--- config.mk ---
export PLATFORM = sky130hd
export DESIGN_NAME = acs_sequencer
export DESIGN_NICKNAME = d
export VERILOG_FILES = /design/src/acs_pkg.sv /design/src/acs_sequencer.sv
export SDC_FILE = /design/constraint.sdc
export NUM_CORES = 1
export LEC_CHECK = 0
export ABC_AREA = 1
export BUFFER_PORTS_ARGS = -buffer_cell sky130_fd_sc_hd__buf_2
export CORE_ASPECT_RATIO = 1.4
export CORE_MARGIN = 5
export CORE_UTILIZATION = 40
export CTS_CLUSTER_SIZE = 12
export DETAILED_ROUTE_END_ITERATION = 12
export PLACE_DENSITY_LB_ADDON = 0.3
export SLEW_MARGIN = 0
export SYNTH_ARGS = -nofsm -noshare
export SYNTH_HDL_FRONTEND = slang
export SYNTH_SLANG_ARGS = --single-unit
--- constraint.sdc ---
create_clock -name sys_clk -period 14.8 [get_ports sys_clk]
set_input_delay 0.74 -clock sys_clk [delete_from_list [all_inputs] [get_ports sys_clk]]
set_output_delay 0.74 -clock sys_clk [all_outputs]
set_load 0.03 [all_outputs]
--- src/acs_pkg.sv ---
// Shared constants and types for the conversion sequencer and its serial output path.
// Assumes a single 50 MHz master clock drives every register of the block.
`default_nettype none

package acs_pkg;
	// Master clock period and serial exit timing.
	localparam int CLK_PERIOD_NS = 20;
	localparam int EXIT_HIGH_NS = 100;
	localparam int EXIT_HIGH_CYC = (EXIT_HIGH_NS + CLK_PERIOD_NS - 1) / CLK_PERIOD_NS;
	// Conversion phase lengths in master-clock cycles.
	localparam int SETTLE1_CYC = 43;
	localparam int SETTLE2_CYC = 42;
	localparam int SCALE_CYC = 163;
	// Serial command bytes.
	localparam logic [7:0] CMD_CONT_READ = 8'h48;
	localparam logic [7:0] CMD_EXIT_READ = 8'h80;
	// Result word layout: status byte above a 16-bit data word.
	localparam int DATA_W = 16;
	localparam int FRAME_BITS = 24;
	localparam int ST_CHAN_LSB = 5;
	localparam int ST_RDY_BIT = 4;
	localparam int ST_SIGN_BIT = 1;
	localparam int ST_OVR_BIT = 0;
	// Codes and reset values.
	localparam logic [15:0] BIPOLAR_ZERO = 16'h8000;
	localparam logic [15:0] CODE_ALL_ONES = 16'hffff;
	localparam logic [15:0] CODE_ALL_ZEROS = 16'h0000;
	localparam logic [7:0] READY_RESET = 8'h00;
	// Conversion mode commands presented with a mode write.
	typedef enum logic [1:0] {
		ACS_MODE_IDLE = 2'b00,
		ACS_MODE_SINGLE = 2'b01,
		ACS_MODE_CONT = 2'b10
	} acs_mode_e;
	// Sequencer phases.
	typedef enum logic [2:0] {
		ACS_IDLE = 3'b000,
		ACS_SETTLE1 = 3'b001,
		ACS_SAMPLE1 = 3'b010,
		ACS_SETTLE2 = 3'b011,
		ACS_SAMPLE2 = 3'b100,
		ACS_SCALE = 3'b101,
		ACS_PUSH = 3'b110
	} acs_seq_e;
endpackage : acs_pkg

`default_nettype wire

--- src/acs_sequencer.sv ---
// Conversion sequencer, result buffer and continuous-read serial output.
// Assumes serial and mode inputs are synchronous to sys_clk and sclk is much slower than it.
`default_nettype none

// Small result buffer; a full buffer holds off the sequencer's result write.
module acs_fifo #(
	parameter int WIDTH = 24,
	parameter int DEPTH = 4
) (
	input wire logic clk,
	input wire logic rst_n,
	input wire logic in_valid,
	output logic in_ready,
	input wire logic [WIDTH-1:0] in_data,
	output logic out_valid,
	input wire logic out_ready,
	output logic [WIDTH-1:0] out_data
);
	localparam int AW = $clog2(DEPTH);
	logic [WIDTH-1:0] mem_q [DEPTH];
	logic [AW-1:0] wr_q, wr_d, rd_q, rd_d;
	logic [AW:0] cnt_q, cnt_d;
	logic push, pop;

	// Pointer and fill-count update.
	always_comb begin
		push = in_valid && in_ready;
		pop = out_valid && out_ready;
		wr_d = push ? ((wr_q == AW'(DEPTH - 1)) ? '0 : wr_q + 1'b1) : wr_q;
		rd_d = pop ? ((rd_q == AW'(DEPTH - 1)) ? '0 : rd_q + 1'b1) : rd_q;
		cnt_d = cnt_q + (AW+1)'(push) - (AW+1)'(pop);
	end

	always_ff @(posedge clk or negedge rst_n) begin
		if (!rst_n) begin
			wr_q <= '0;
			rd_q <= '0;
			cnt_q <= '0;
		end else begin
			wr_q <= wr_d;
			rd_q <= rd_d;
			cnt_q <= cnt_d;
		end
	end

	// Storage has no reset; only entries below the count are ever read.
	always_ff @(posedge clk) begin
		if (push) begin
			mem_q[wr_q] <= in_data;
		end
	end

	assign in_ready = (cnt_q != (AW+1)'(DEPTH));
	assign out_valid = (cnt_q != '0);
	assign out_data = mem_q[rd_q];
endmodule : acs_fifo

module acs_sequencer import acs_pkg::*; #(
	parameter int N_CH = 8,
	parameter int FW_W = 7,
	parameter int SAMPLE_UNIT = 128,
	parameter int CODE_W = 19,
	parameter int FIFO_DEPTH = 4
) (
	input wire logic sys_clk,
	input wire logic resetn,
	input wire logic mode_wr,
	input wire logic [1:0] mode_sel,
	input wire logic [2:0] mode_chan,
	input wire logic cont_read_en,
	input wire logic status_prefix_en,
	input wire logic saturation_en,
	input wire logic all_channels_ready_select,
	input wire logic two_wire_mode,
	input wire logic [N_CH-1:0] chan_enable,
	input wire logic [N_CH-1:0] chop_enable,
	input wire logic [N_CH-1:0] bipolar_enable,
	input wire logic [N_CH*FW_W-1:0] conversion_time_word,
	input wire logic signed [CODE_W-1:0] sample_code,
	input wire logic cs_n,
	input wire logic sclk,
	input wire logic din,
	output logic dout,
	output logic dout_oe_n,
	output logic rdy_n,
	output logic [N_CH-1:0] ready_flags,
	output logic mod_clk,
	output logic sampling,
	output logic chop_reverse,
	output logic [2:0] active_chan,
	output logic cont_read_active
);
	localparam int CW = 16;
	logic [1:0] rst_sync_q;
	logic rst_n;
	acs_seq_e st_q, st_d;
	logic [CW-1:0] cnt_q, cnt_d;
	logic [2:0] ch_q, ch_d;
	logic cont_q, cont_d, mod_q, mod_d;
	logic signed [CODE_W-1:0] s1_q, s1_d, s2_q, s2_d;
	logic [FRAME_BITS-1:0] res_q, res_d, last_q, last_d, sh_q, sh_d;
	logic [N_CH-1:0] rdyf_q, rdyf_d;
	logic rdy_n_q, rdy_n_d, samp_q, samp_d, rev_q, rev_d;
	logic crd_q, crd_d, sclk_q, dout_q, dout_d, oe_n_q, oe_n_d;
	logic [4:0] bit_q, bit_d;
	logic [7:0] cmd_q, cmd_d;
	logic [2:0] hi_q, hi_d;
	logic fifo_ready, fifo_valid, fifo_pop, push;
	logic [FRAME_BITS-1:0] fifo_data;
	logic sclk_rise, sclk_fall, frame_done;
	logic signed [CODE_W+1:0] avg, val;
	logic [15:0] code;
	logic sgn, over_range_flag;

	// Next enabled channel after the current one, wrapping; stays put if none other.
	function automatic logic [2:0] next_chan(input logic [2:0] cur, input logic [N_CH-1:0] en);
		logic [2:0] nxt;
		logic [2:0] cand;
		nxt = cur;
		for (int i = N_CH - 1; i >= 1; i--) begin
			cand = 3'(cur + 3'(i));
			if (en[cand]) begin
				nxt = cand;
			end
		end
		return nxt;
	endfunction : next_chan

	// Count loaded for a sampling period of fw units; a zero word still gives one cycle.
	function automatic logic [CW-1:0] sample_len(input logic [FW_W-1:0] fw);
		return (fw == '0) ? '0 : CW'(fw * SAMPLE_UNIT - 1);
	endfunction : sample_len

	// Reset release through two flip-flops.
	always_ff @(posedge sys_clk or negedge resetn) begin
		if (!resetn) begin
			rst_sync_q <= 2'b00;
		end else begin
			rst_sync_q <= {rst_sync_q[0], 1'b1};
		end
	end
	assign rst_n = rst_sync_q[1];

	// Result formatting: chop average, offset, flags and clamp or wrap.
	always_comb begin
		if (chop_enable[ch_q]) begin
			avg = ((CODE_W+2)'(s1_q) - (CODE_W+2)'(s2_q)) >>> 1;
		end else begin
			avg = (CODE_W+2)'(s1_q);
		end
		val = bipolar_enable[ch_q] ? avg + (CODE_W+2)'(BIPOLAR_ZERO) : avg;
		sgn = avg < 0;
		over_range_flag = (val < 0) || (val > (CODE_W+2)'(CODE_ALL_ONES));
		if (over_range_flag && saturation_en) begin
			code = (val < 0) ? CODE_ALL_ZEROS : CODE_ALL_ONES;
		end else if (!bipolar_enable[ch_q] && sgn) begin
			code = CODE_ALL_ZEROS;
		end else begin
			code = val[15:0];
		end
	end

	// Conversion sequencer and ready flags.
	always_comb begin
		st_d = st_q;
		cnt_d = cnt_q;
		ch_d = ch_q;
		cont_d = cont_q;
		s1_d = s1_q;
		s2_d = s2_q;
		res_d = res_q;
		last_d = last_q;
		rdyf_d = rdyf_q;
		samp_d = 1'b0;
		rev_d = rev_q;
		push = 1'b0;
		mod_d = !mod_q;
		if (cnt_q != '0) begin
			cnt_d = cnt_q - 1'b1;
		end
		unique case (st_q)
			ACS_IDLE: ;
			ACS_SETTLE1: if (cnt_q == '0) begin
				st_d = ACS_SAMPLE1;
				cnt_d = sample_len(conversion_time_word[ch_q*FW_W +: FW_W]);
				samp_d = 1'b1;
			end
			ACS_SAMPLE1: if (cnt_q == '0) begin
				s1_d = sample_code;
				if (chop_enable[ch_q]) begin
					st_d = ACS_SETTLE2;
					cnt_d = CW'(SETTLE2_CYC - 1);
					rev_d = 1'b1;
				end else begin
					st_d = ACS_SCALE;
					cnt_d = CW'(SCALE_CYC - 1);
				end
			end else begin
				samp_d = 1'b1;
			end
			ACS_SETTLE2: if (cnt_q == '0) begin
				st_d = ACS_SAMPLE2;
				cnt_d = sample_len(conversion_time_word[ch_q*FW_W +: FW_W]);
				samp_d = 1'b1;
			end
			ACS_SAMPLE2: if (cnt_q == '0) begin
				s2_d = sample_code;
				rev_d = 1'b0;
				st_d = ACS_SCALE;
				cnt_d = CW'(SCALE_CYC - 1);
			end else begin
				samp_d = 1'b1;
			end
			ACS_SCALE: if (cnt_q == '0) begin
				res_d = {ch_q, 1'b1, 2'b00, sgn, over_range_flag, code};
				st_d = ACS_PUSH;
			end
			ACS_PUSH: begin
				// A full buffer holds the result here, stalling the next conversion.
				push = 1'b1;
				if (fifo_ready) begin
					last_d = res_q;
					rdyf_d[ch_q] = 1'b1;
					if (cont_q) begin
						ch_d = next_chan(ch_q, chan_enable);
						st_d = ACS_SETTLE1;
						cnt_d = CW'(SETTLE1_CYC - 1) + CW'(mod_q);
					end else begin
						st_d = ACS_IDLE;
					end
				end
			end
			default: st_d = ACS_IDLE;
		endcase
		// Reading clears the flag, but a flag set in the same cycle survives.
		if (frame_done && !(push && fifo_ready && ch_q == last_q[FRAME_BITS-1 -: 3])) begin
			rdyf_d[last_q[FRAME_BITS-1 -: 3]] = 1'b0;
		end
		if (mode_wr) begin
			rdyf_d = READY_RESET;
			rev_d = 1'b0;
			samp_d = 1'b0;
			ch_d = mode_chan;
			cont_d = (mode_sel == ACS_MODE_CONT);
			if (mode_sel == ACS_MODE_IDLE) begin
				st_d = ACS_IDLE;
			end else begin
				st_d = ACS_SETTLE1;
				cnt_d = CW'(SETTLE1_CYC - 1) + CW'(mod_q);
			end
		end
		// Looking at the next state too keeps the pin high from the first scaling cycle.
		if (mode_wr || st_d == ACS_SCALE || st_q == ACS_SCALE) begin
			rdy_n_d = 1'b1;
		end else if (all_channels_ready_select) begin
			rdy_n_d = ((rdyf_d & chan_enable) != chan_enable) || (chan_enable == '0);
		end else begin
			rdy_n_d = (rdyf_d == '0);
		end
	end

	// Serial edges, frame boundaries and continuous-read mode control.
	always_comb begin
		sclk_rise = sclk && !sclk_q;
		sclk_fall = !sclk && sclk_q;
		crd_d = crd_q;
		bit_d = bit_q;
		cmd_d = cmd_q;
		sh_d = sh_q;
		dout_d = dout_q;
		hi_d = hi_q;
		oe_n_d = cs_n;
		fifo_pop = 1'b0;
		frame_done = 1'b0;
		if (cs_n) begin
			bit_d = '0;
			hi_d = '0;
		end else if (crd_q) begin
			if (sclk_rise) begin
				if (bit_q == '0) begin
					// Frame begins: oldest buffered result, else the last one kept.
					fifo_pop = fifo_valid;
					sh_d = fifo_valid ? fifo_data : last_d;
				end
				bit_d = (bit_q == 5'(FRAME_BITS - 1)) ? '0 : bit_q + 1'b1;
				frame_done = (bit_q == 5'(FRAME_BITS - 1));
			end
			if (sclk_fall) begin
				dout_d = sh_q[FRAME_BITS-1];
				sh_d = {sh_q[FRAME_BITS-2:0], 1'b0};
			end
			// Serial input high between frames for long enough ends the mode.
			// The exit lands in the last high cycle, so a low input never drops the mode.
			if (din && bit_q == '0) begin
				hi_d = hi_q + 1'b1;
				if (hi_q == 3'(EXIT_HIGH_CYC - 1)) begin
					crd_d = 1'b0;
					hi_d = '0;
				end
			end else begin
				hi_d = '0;
			end
		end else if (sclk_rise) begin
			cmd_d = {cmd_q[6:0], din};
			bit_d = (bit_q == 5'd7) ? '0 : bit_q + 1'b1;
			if (bit_q == 5'd7 && {cmd_q[6:0], din} == CMD_CONT_READ && cont_read_en && !two_wire_mode) begin
				crd_d = 1'b1;
			end
		end
		if (!cont_read_en || two_wire_mode) begin
			crd_d = 1'b0;
		end
	end

	always_ff @(posedge sys_clk or negedge rst_n) begin
		if (!rst_n) begin
			st_q <= ACS_IDLE;
			cnt_q <= '0;
			ch_q <= '0;
			cont_q <= 1'b0;
			mod_q <= 1'b0;
			s1_q <= '0;
			s2_q <= '0;
			res_q <= '0;
			last_q <= '0;
			rdyf_q <= READY_RESET;
			rdy_n_q <= 1'b1;
			samp_q <= 1'b0;
			rev_q <= 1'b0;
			crd_q <= 1'b0;
			sclk_q <= 1'b1; // Idle level of the link clock, so no false edge follows reset.
			bit_q <= '0;
			cmd_q <= '0;
			sh_q <= '0;
			dout_q <= 1'b0;
			oe_n_q <= 1'b1;
			hi_q <= '0;
		end else begin
			st_q <= st_d;
			cnt_q <= cnt_d;
			ch_q <= ch_d;
			cont_q <= cont_d;
			mod_q <= mod_d;
			s1_q <= s1_d;
			s2_q <= s2_d;
			res_q <= res_d;
			last_q <= last_d;
			rdyf_q <= rdyf_d;
			rdy_n_q <= rdy_n_d;
			samp_q <= samp_d;
			rev_q <= rev_d;
			crd_q <= crd_d;
			sclk_q <= sclk;
			bit_q <= bit_d;
			cmd_q <= cmd_d;
			sh_q <= sh_d;
			dout_q <= dout_d;
			oe_n_q <= oe_n_d;
			hi_q <= hi_d;
		end
	end

	acs_fifo #(
		.WIDTH(FRAME_BITS),
		.DEPTH(FIFO_DEPTH)
	) u_fifo (
		.clk(sys_clk),
		.rst_n(rst_n),
		.in_valid(push),
		.in_ready(fifo_ready),
		.in_data(res_q),
		.out_valid(fifo_valid),
		.out_ready(fifo_pop),
		.out_data(fifo_data)
	);

	// Status prefix is always present in this path, so the enable is not consulted.
	logic unused_prefix;
	assign unused_prefix = status_prefix_en;
	assign dout = dout_q;
	assign dout_oe_n = oe_n_q;
	assign rdy_n = rdy_n_q;
	assign ready_flags = rdyf_q;
	assign mod_clk = mod_q;
	assign sampling = samp_q;
	assign chop_reverse = rev_q;
	assign active_chan = ch_q;
	assign cont_read_active = crd_q;
endmodule : acs_sequencer

`default_nettype wire

==> summary.md, run 1 <==
| Metric | Value |
|---|---|
| Status | complete, no violations |
| Die width | 171 um |
| Max Cap Viol | 0 |
| Final hold vios | 0 |
| Main synth FF type | dfrtp_1 |
| CTS tree | built |
| Clk buf depth | 3 |
| Max Fanout on Critical Path | 28 |
| Crit path to | res_q[15]$_DFFE_PN0P_ |
| H-Tree Depth | 1 |
| Clock Latency Late Sink | 0.55 ns |
| Input/output buffers | 131 |
| Max-slew violations | 0 |
| Largest net degree at the start of global routing | 72 |
| Antenna diodes | 0 |
| Reg-to-reg startpoint | active_chan[1]$_DFFE_PN0P_ |
| Avg Cell Area, Syn | 7.90 sq um |
| Fin crit period | 3.48 ns |
| Cts bufs inserted | 28 |
| Ys Warns | 0 |
| Post-synthesis adder-cell area fraction | 0.0380 |
| First-pass iteration count of the detailed router | 5 |
| Routed WL | 37.5 mm |
| Share of layout cells above drive strength 1 | 0.127 |
| Synth cell types | 57 |
| Post-synthesis mux area share | 0.00361 |
| Seq/Total Area, Yosys | 0.476 |
| Flops & latches, synth | 259 |
| Clk pin slew, worst setup/hold paths | 0.07 ns |
| Initial antenna violation count | 0 |
| Power per standard cell area | 108 nW/um^2 |
| Largest family of logic cells by synthesized area | simple AND/OR/NAND/NOR gates |
| CP startpoint kind | flip-flop |
| CTS Sinks | 259 |
| Initial Util | 0.405 |
| Unrepaired setup endpoints after global routing | false |
| Post-DP HPWL | 26.3 mm |
| Final #Nets | 2109 |
| GR Util All Layers | 0.185 |
| Reg2reg end | res_q[15]$_DFFE_PN0P_ |
| Crit path from | active_chan[1]$_DFFE_PN0P_ |
| Setup crit end kind | flip-flop |
| Full die area | 40300 sq um |
| Vias per inst | 5.06 |
| Endpoints failing setup | 0 |
| Via count | 12300 |
| I/O pin count | 133 |
| Final worst slack | 11.32 ns |
| Mapped Cells | 1842 |
| Root Buffer | clkbuf_16 |
| Worst hold-check path type | in2reg |
| Synth Net Count | 2000 |
| Clock skew | 0.0160 ns |
| Chip height | 236 um |
| Initial drt markers | 715 |
| Post-Synth XOR/XNOR Area | 0.0169 |
| Synth Area in Simple Gates | 0.234 |
| Compound-Gate Fraction of Synth Area | 0.146 |
| Critical path type | reg2reg |
| Worst Tran Pin Value | 1.17 ns |
| Post-route antenna net violation count | 0 |
| Fin crit share | 0.235 |
| Leakage power | 0.00822 uW |
| Highest clock rate | 0.287 GHz |
| Critical path data required time | 15.28 ns |
| Dpl ws | 11.33 ns |
| Fin util | 0.458 |
| Number of global-route vias before repair | 12400 |
| Worst slew margin | 0.214 |
| Average wire per standard cell | 15.4 um |
| Core Region | 35900 sq um |
| Setup TNS | 0 ns |
| GRT overflow | 0 |
| R2R setup slack | 11.32 ns |
| Site Rows | 82 |
| Peak supply drop | 76.0 uV |
| Synth async-reset ratio | 0.660 |
| R2R cell count | 15 |
| First-pass GRT wire length | 61.7 mm |
| Area Growth Syn to Fin | 13.1% |
| Arrival time at the worst endpoint | 3.96 ns |
| Residual DRC | 0 |
| GPL Wtd Cong | 0.895 |
| EDFF count, synth | 88 |
| Synthesized cell area | 14500 sq um |
-- layer usage --
| layer | track usage | part of all wire |
|---|---|---|
| met1 | 0.222 | 0.41 |
| met2 | 0.347 | 0.53 |
| met3 | 0.0203 | 0.033 |
| met4 | 0.0500 | 0.020 |
| met5 | 0 | 0 |
-- cell type report --
| class | count | area (sq um) |
|---|---|---|
| repair buffers | 147 | 778 |
| well taps | 462 | 578 |
| clock inverters | 12 | 106 |
| multi-input cells | 1281 | 6410 |
| fillers | 3610 | 19500 |
| flip-flops and latches | 259 | 6930 |
| inverters | 234 | 878 |
| clock buffers | 40 | 777 |
-- cell usage in the layout (no fill, tap or decap), types with 4 or more instances in the layout --
master and count:
a31o_2 4, o21ai_0 172, nand2_1 447, inv_2 8, nand2_2 17, o22ai_1 12
nor2_2 11, clkinv_1 8, clkbuf_1 10, xnor2_1 13, o21bai_1 6, nor2_1 238
buf_2 131, a21oi_1 82, xor2_1 15, nor4_1 9, ha_1 41, dfrtp_1 166
o21ai_2 8, o21ai_1 27, nand4_1 18, o211ai_1 19, nor3_1 6, edfxtp_1 88
inv_1 224, a22oi_1 8, clkbuf_16 29, a31oi_1 18, o221ai_1 8, buf_4 15
nand3_1 64
-- power breakdown --
part	switching [uW]	leakage (uW)	internal [uW]	total (uW)
clock	283	0.000430	398	680
combinational	219	0.00481	112	331
sequential	17.3	0.00299	750	768
total	519	0.00822	1260	1780
-- how the worst min path moves through the flow --
stage	start	to	slack (ns)	depth (start not counted)
2_1_floorplan	rst_sync_q[0]$_DFF_PN0_	rst_sync_q[1]$_DFF_PN0_	0.33	0
3_3_place_gp	rst_sync_q[0]$_DFF_PN0_	rst_sync_q[1]$_DFF_PN0_	0.34	0
3_5_place_dp	rst_sync_q[0]$_DFF_PN0_	rst_sync_q[1]$_DFF_PN0_	0.35	0
4_1_cts	sclk	sclk_q$_DFF_PN1_	0.28	1
5_1_grt	sclk	sclk_q$_DFF_PN1_	0.29	1
6_report	sclk	sclk_q$_DFF_PN1_	0.31	1
-- worst max-delay path: stages, from the launching register on --
cell,delay [ns]
dfrtp_1,0.77
inv_2,0.39
nor2_1,0.18
o21ai_1,0.08
nand2_1,0.09
nand2_1,0.08
nand2_4,0.31
inv_2,0.27
nand2_1,0.11
nand2_1,0.10
nand2_2,0.31
nor3b_1,0.41
nand2_2,0.08
nand2_1,0.06
nand2_1,0.05
nand2_1,0.07
-- state kept, by name (all words and copies together) (netlist names), 5 cells and up --
signal        cells
sh_q             24
s2_q             19
cnt_q            16
bit_q             5
ready_flags       8
res_q            22
u_fifo.mem_q     88
s1_q             19
last_q           24
cmd_q             7
-- Yosys cell counts (3+ instances only) --
cell type | n | area share
a21oi_1 | 82 | 0.028
a22oi_1 | 8 | 0.0041
a31o_2 | 4 | 0.0024
a31oi_1 | 18 | 0.0077
buf_2 | 14 | 0.0048
buf_4 | 4 | 0.0021
buf_6 | 8 | 0.0062
clkbuf_1 | 41 | 0.011
dfrtp_1 | 168 | 0.29
dfstp_2 | 3 | 0.0054
edfxtp_1 | 88 | 0.18
ha_1 | 41 | 0.035
inv_1 | 224 | 0.058
inv_2 | 8 | 0.0021
mux2i_1 | 3 | 0.0021
nand2_1 | 447 | 0.12
nand2_2 | 17 | 0.0073
nand2_4 | 3 | 0.0023
nand3_1 | 64 | 0.022
nand3_2 | 3 | 0.0021
nand4_1 | 18 | 0.0077
nor2_1 | 242 | 0.062
nor2_2 | 7 | 0.0030
nor3_1 | 6 | 0.0021
nor4_1 | 9 | 0.0039
o211ai_1 | 19 | 0.0098
o21ai_0 | 173 | 0.060
o21ai_1 | 27 | 0.0093
o21ai_2 | 7 | 0.0042
o21bai_1 | 6 | 0.0031
o221ai_1 | 8 | 0.0048
o22ai_1 | 12 | 0.0052
o31ai_1 | 3 | 0.0015
or2_2 | 3 | 0.0013
xnor2_1 | 13 | 0.0078
xor2_1 | 15 | 0.0090
-- metrics by stage --
stage | hold slack [ns] | instances | area, sq um | total power [uW]
6_report | 0.307 | 2435 | 16500 | 1780
5_1_grt | 0.286 | 2435 | 16500 | 1880
4_1_cts | 0.281 | 2435 | 16500 | 1800
3_5_place_dp | 0.348 | 2382 | 15600 | 1110
3_3_place_gp | 0.339 | 2382 | 15600 | 1110
2_1_floorplan | 0.331 | 1842 | 14500 | 1030
-- logic make-up (layout without fill, tap and decap cells) --
family          after synthesis  count (layout)
fa+ha+maj                    43              43
compound gates              377             377
simple gates                827             827
xor+xnor                     28              28
buf+inv                     302             433
mux                           5               5
other cells                   1               1
flops                       259             259
-- timing repair --
item                      CTS  global route
buffers inserted            0             0
hold endpoints to repair    2             0
hold buffers                1             0
resized for setup           0             0
Power figures use the tool's default switching activity.
==> inputs of run 2 (changes only) <==
==> constraint.sdc (replaced) <==
create_clock -name sys_clk -period 3.3 [get_ports sys_clk]
set_input_delay 0.165 -clock sys_clk [delete_from_list [all_inputs] [get_ports sys_clk]]
set_output_delay 0.165 -clock sys_clk [all_outputs]
set_load 0.03 [all_outputs]
==> summary.md, run 2 (same netlist as run 1, synthesis figures left out) <==
| Metric | Value |
|---|---|
| Worst slew margin | 0.481 (+0.267) |
| Max Fanout on Critical Path | 37 (+32%) |
| Area Growth Syn to Fin | 16.3% |
| Worst Tran Pin Value | 0.778 ns (-0.390 ns) |
| Routed WL | 37.6 mm (+0.27%) |
| Leakage power | 0.00844 uW (+2.6%) |
| Max-slew violations | 0 (unchanged) |
| Power per standard cell area | 464 nW/um^2 (+330%) |
| First-pass iteration count of the detailed router | 6 (+1) |
| Post-CTS Setup Inserts | 0 (unchanged) |
| Largest net degree at the start of global routing | 55 (-24%) |
| Final hold vios | 0 (unchanged) |
| Crit path from | active_chan[0]$_DFFE_PN0P_ |
| Final hold slack | 0.103 ns (-0.203 ns) |
| Min-delay src | chan_enable[5] |
| Endpoints failing setup | 0 (unchanged) |
| Arrival time at the worst endpoint | 3.30 ns (-0.66 ns) |
| Peak supply drop | 340 uV (+350%) |
| Highest clock rate | 0.355 GHz (+23%) |
| Fin crit share | 0.855 (+0.620) |
| Post-Route M1 WL | 15.4 mm (about the same) |
| Max Used Layer | met4 |
| Critical path data required time | 3.78 ns (-11.50 ns) |
| CTS Sinks | 259 (unchanged) |
| Most frequent cells in the layout | 447 x nand2_1, 238 x nor2_1, 224 x inv_1, 172 x o21ai_0, 166 x dfrtp_1 |
| Fin crit period | 2.82 ns (-0.661 ns) |
| Site Rows | 82 (unchanged) |
| Final #Nets | 2158 (+2.3%) |
| GPL Wtd Cong | 0.906 (+1.2%) |
| Setup TNS | 0 ns (unchanged) |
| Largest Register | u_fifo.mem_q |
| Initial drt markers | 666 (-6.9%) |
| Critical path type | reg2reg |
| Share of layout cells above drive strength 1 | 0.134 (+0.00695) |
| CTS resizes | 0 (unchanged) |
| Unrepaired setup endpoints after global routing | false |
| Post-route antenna net violation count | 0 (unchanged) |
| CP startpoint kind | flip-flop |
| Initial Util | 0.405 (unchanged) |
| Chip height | 236 um (unchanged) |
| H-Tree Depth | 1 (unchanged) |
| Vias per inst | 5.03 (-0.67%) |
| Most frequent CP cell | nand2_1 |
| Input/output buffers | 131 (unchanged) |
| Worst hold-check path type | in2reg |
| CTS tree | built |
| Initial antenna violation count | 0 (unchanged) |
| GR Util All Layers | 0.184 (-0.000969) |
| Status | complete, no violations |
| Fill cell count | 3557 (-1.5%) |
| Setup crit end kind | flip-flop |
| GRT overflow | 0 (unchanged) |
| Residual DRC | 0 (unchanged) |
| Commonest non-fill, non-tap cell in the layout | nand2_1 |
| Die width | 171 um (unchanged) |
| Cts-stage hold buffer count | 33 (+32) |
| First-pass GRT wire length | 61.7 mm (about the same) |
| Post-DP HPWL | 27.3 mm (+3.7%) |
| I/O pin count | 133 (unchanged) |
| Clk buf depth | 3 (unchanged) |
| Antenna diodes | 0 (unchanged) |
| WL met3 | 1.35 mm (+9.9%) |
| Clock Latency Late Sink | 0.55 ns (about the same) |
| Largest register FFs | 88 (unchanged) |
| Cts bufs inserted | 27 (-3.6%) |
| Reg-to-reg startpoint | active_chan[0]$_DFFE_PN0P_ |
| Worst path max stage delay | 0.39 ns (-0.38 ns) |
| Via count | 12500 (+1.2%) |
| Number of global-route vias before repair | 12600 (+1.1%) |
| WL met2 | 19.9 mm (-0.73%) |
| Clk pin slew, worst setup/hold paths | 0.07 ns (about the same) |
| Full die area | 40300 sq um (unchanged) |
| Largest regs | u_fifo.mem_q (88), last_q (24), sh_q (24) |
| Clock skew | 0.0145 ns (-0.00151 ns) |
| Worst path slowest cell | nor3b_1 |
| Root Buffer | clkbuf_16 |
| Core Region | 35900 sq um (unchanged) |
| Average wire per standard cell | 15.1 um (-1.6%) |
| Crit-path cells | buf_4, nor2_1, nor2_1, o21ai_1, nand2_1, nand2_1, nand2_4, inv_2, nand2_1, nand2_1, nand2_2, nor3b_1, nand2_2, nand2_1, nand2_1, nand2_1 |
| Max Cap Viol | 0 (unchanged) |
run 2: per-stage QoR:
step	total power [uW]	utilization	setup WS [ns]	instances	area [sq um]
finish	7850	0.471	0.479	2482	16900
global route	8270	0.471	0.201	2482	16900
CTS	7950	0.471	0.479	2482	16900
detailed placement	5030	0.439	0.504	2400	15800
global placement	5000	0.439	0.514	2400	15800
floorplan	4640	-	0.476	1842	14500
run 2: power by group:
part	switching [uW]	internal (uW)	total [uW]
combinational	1020	552	1580
clock	1230	1620	2860
sequential	52.0	3370	3420
run 2: worst max-delay path, delay by kind of cell, from the launching register on:
family,cells,cell delay (ns)
buffers and inverters,2,0.51
flip-flops,1,0.36
AND/OR/NAND/NOR,13,1.76
AO/OA/AOI/OAI,1,0.07
run 2: cell type report:
| class | instances | area [sq um] | area share |
|---|---|---|---|
| Timing Repair Buffer | 197 | 1300 | 0.0767 |
| Sequential cell | 259 | 6930 | 0.410 |
| Clock inverter | 6 | 33.8 | 0.00200 |
| Multi-Input combinational cell | 1281 | 6410 | 0.379 |
| Clock buffer | 43 | 786 | 0.0465 |
| Tap cell | 462 | 578 | 0.0342 |
| Inverter | 234 | 878 | 0.0519 |
run 2: path summary, 6_finish.rpt:
check	slack, ns	endpoint	cells after the start
setup / recovery	0.48	res_q[15]$_DFFE_PN0P_	16
hold / removal	0.10	rdy_n$_DFF_PN1_	5
setup reg to reg	0.48	res_q[15]$_DFFE_PN0P_	16
hold reg to reg	0.35	rst_sync_q[1]$_DFF_PN0_	0
max in group asynchronous	2.04	s1_q[5]$_DFFE_PN0P_	1
min in group asynchronous	0.41	res_q[13]$_DFFE_PN0P_	0
run 2: per-layer routing:
metal	global-route usage	vias to the layer above
li1	-	6327
met1	0.222	5839
met2	0.343	245
met3	0.0186	68
met4	0.0531	0
met5	0	-
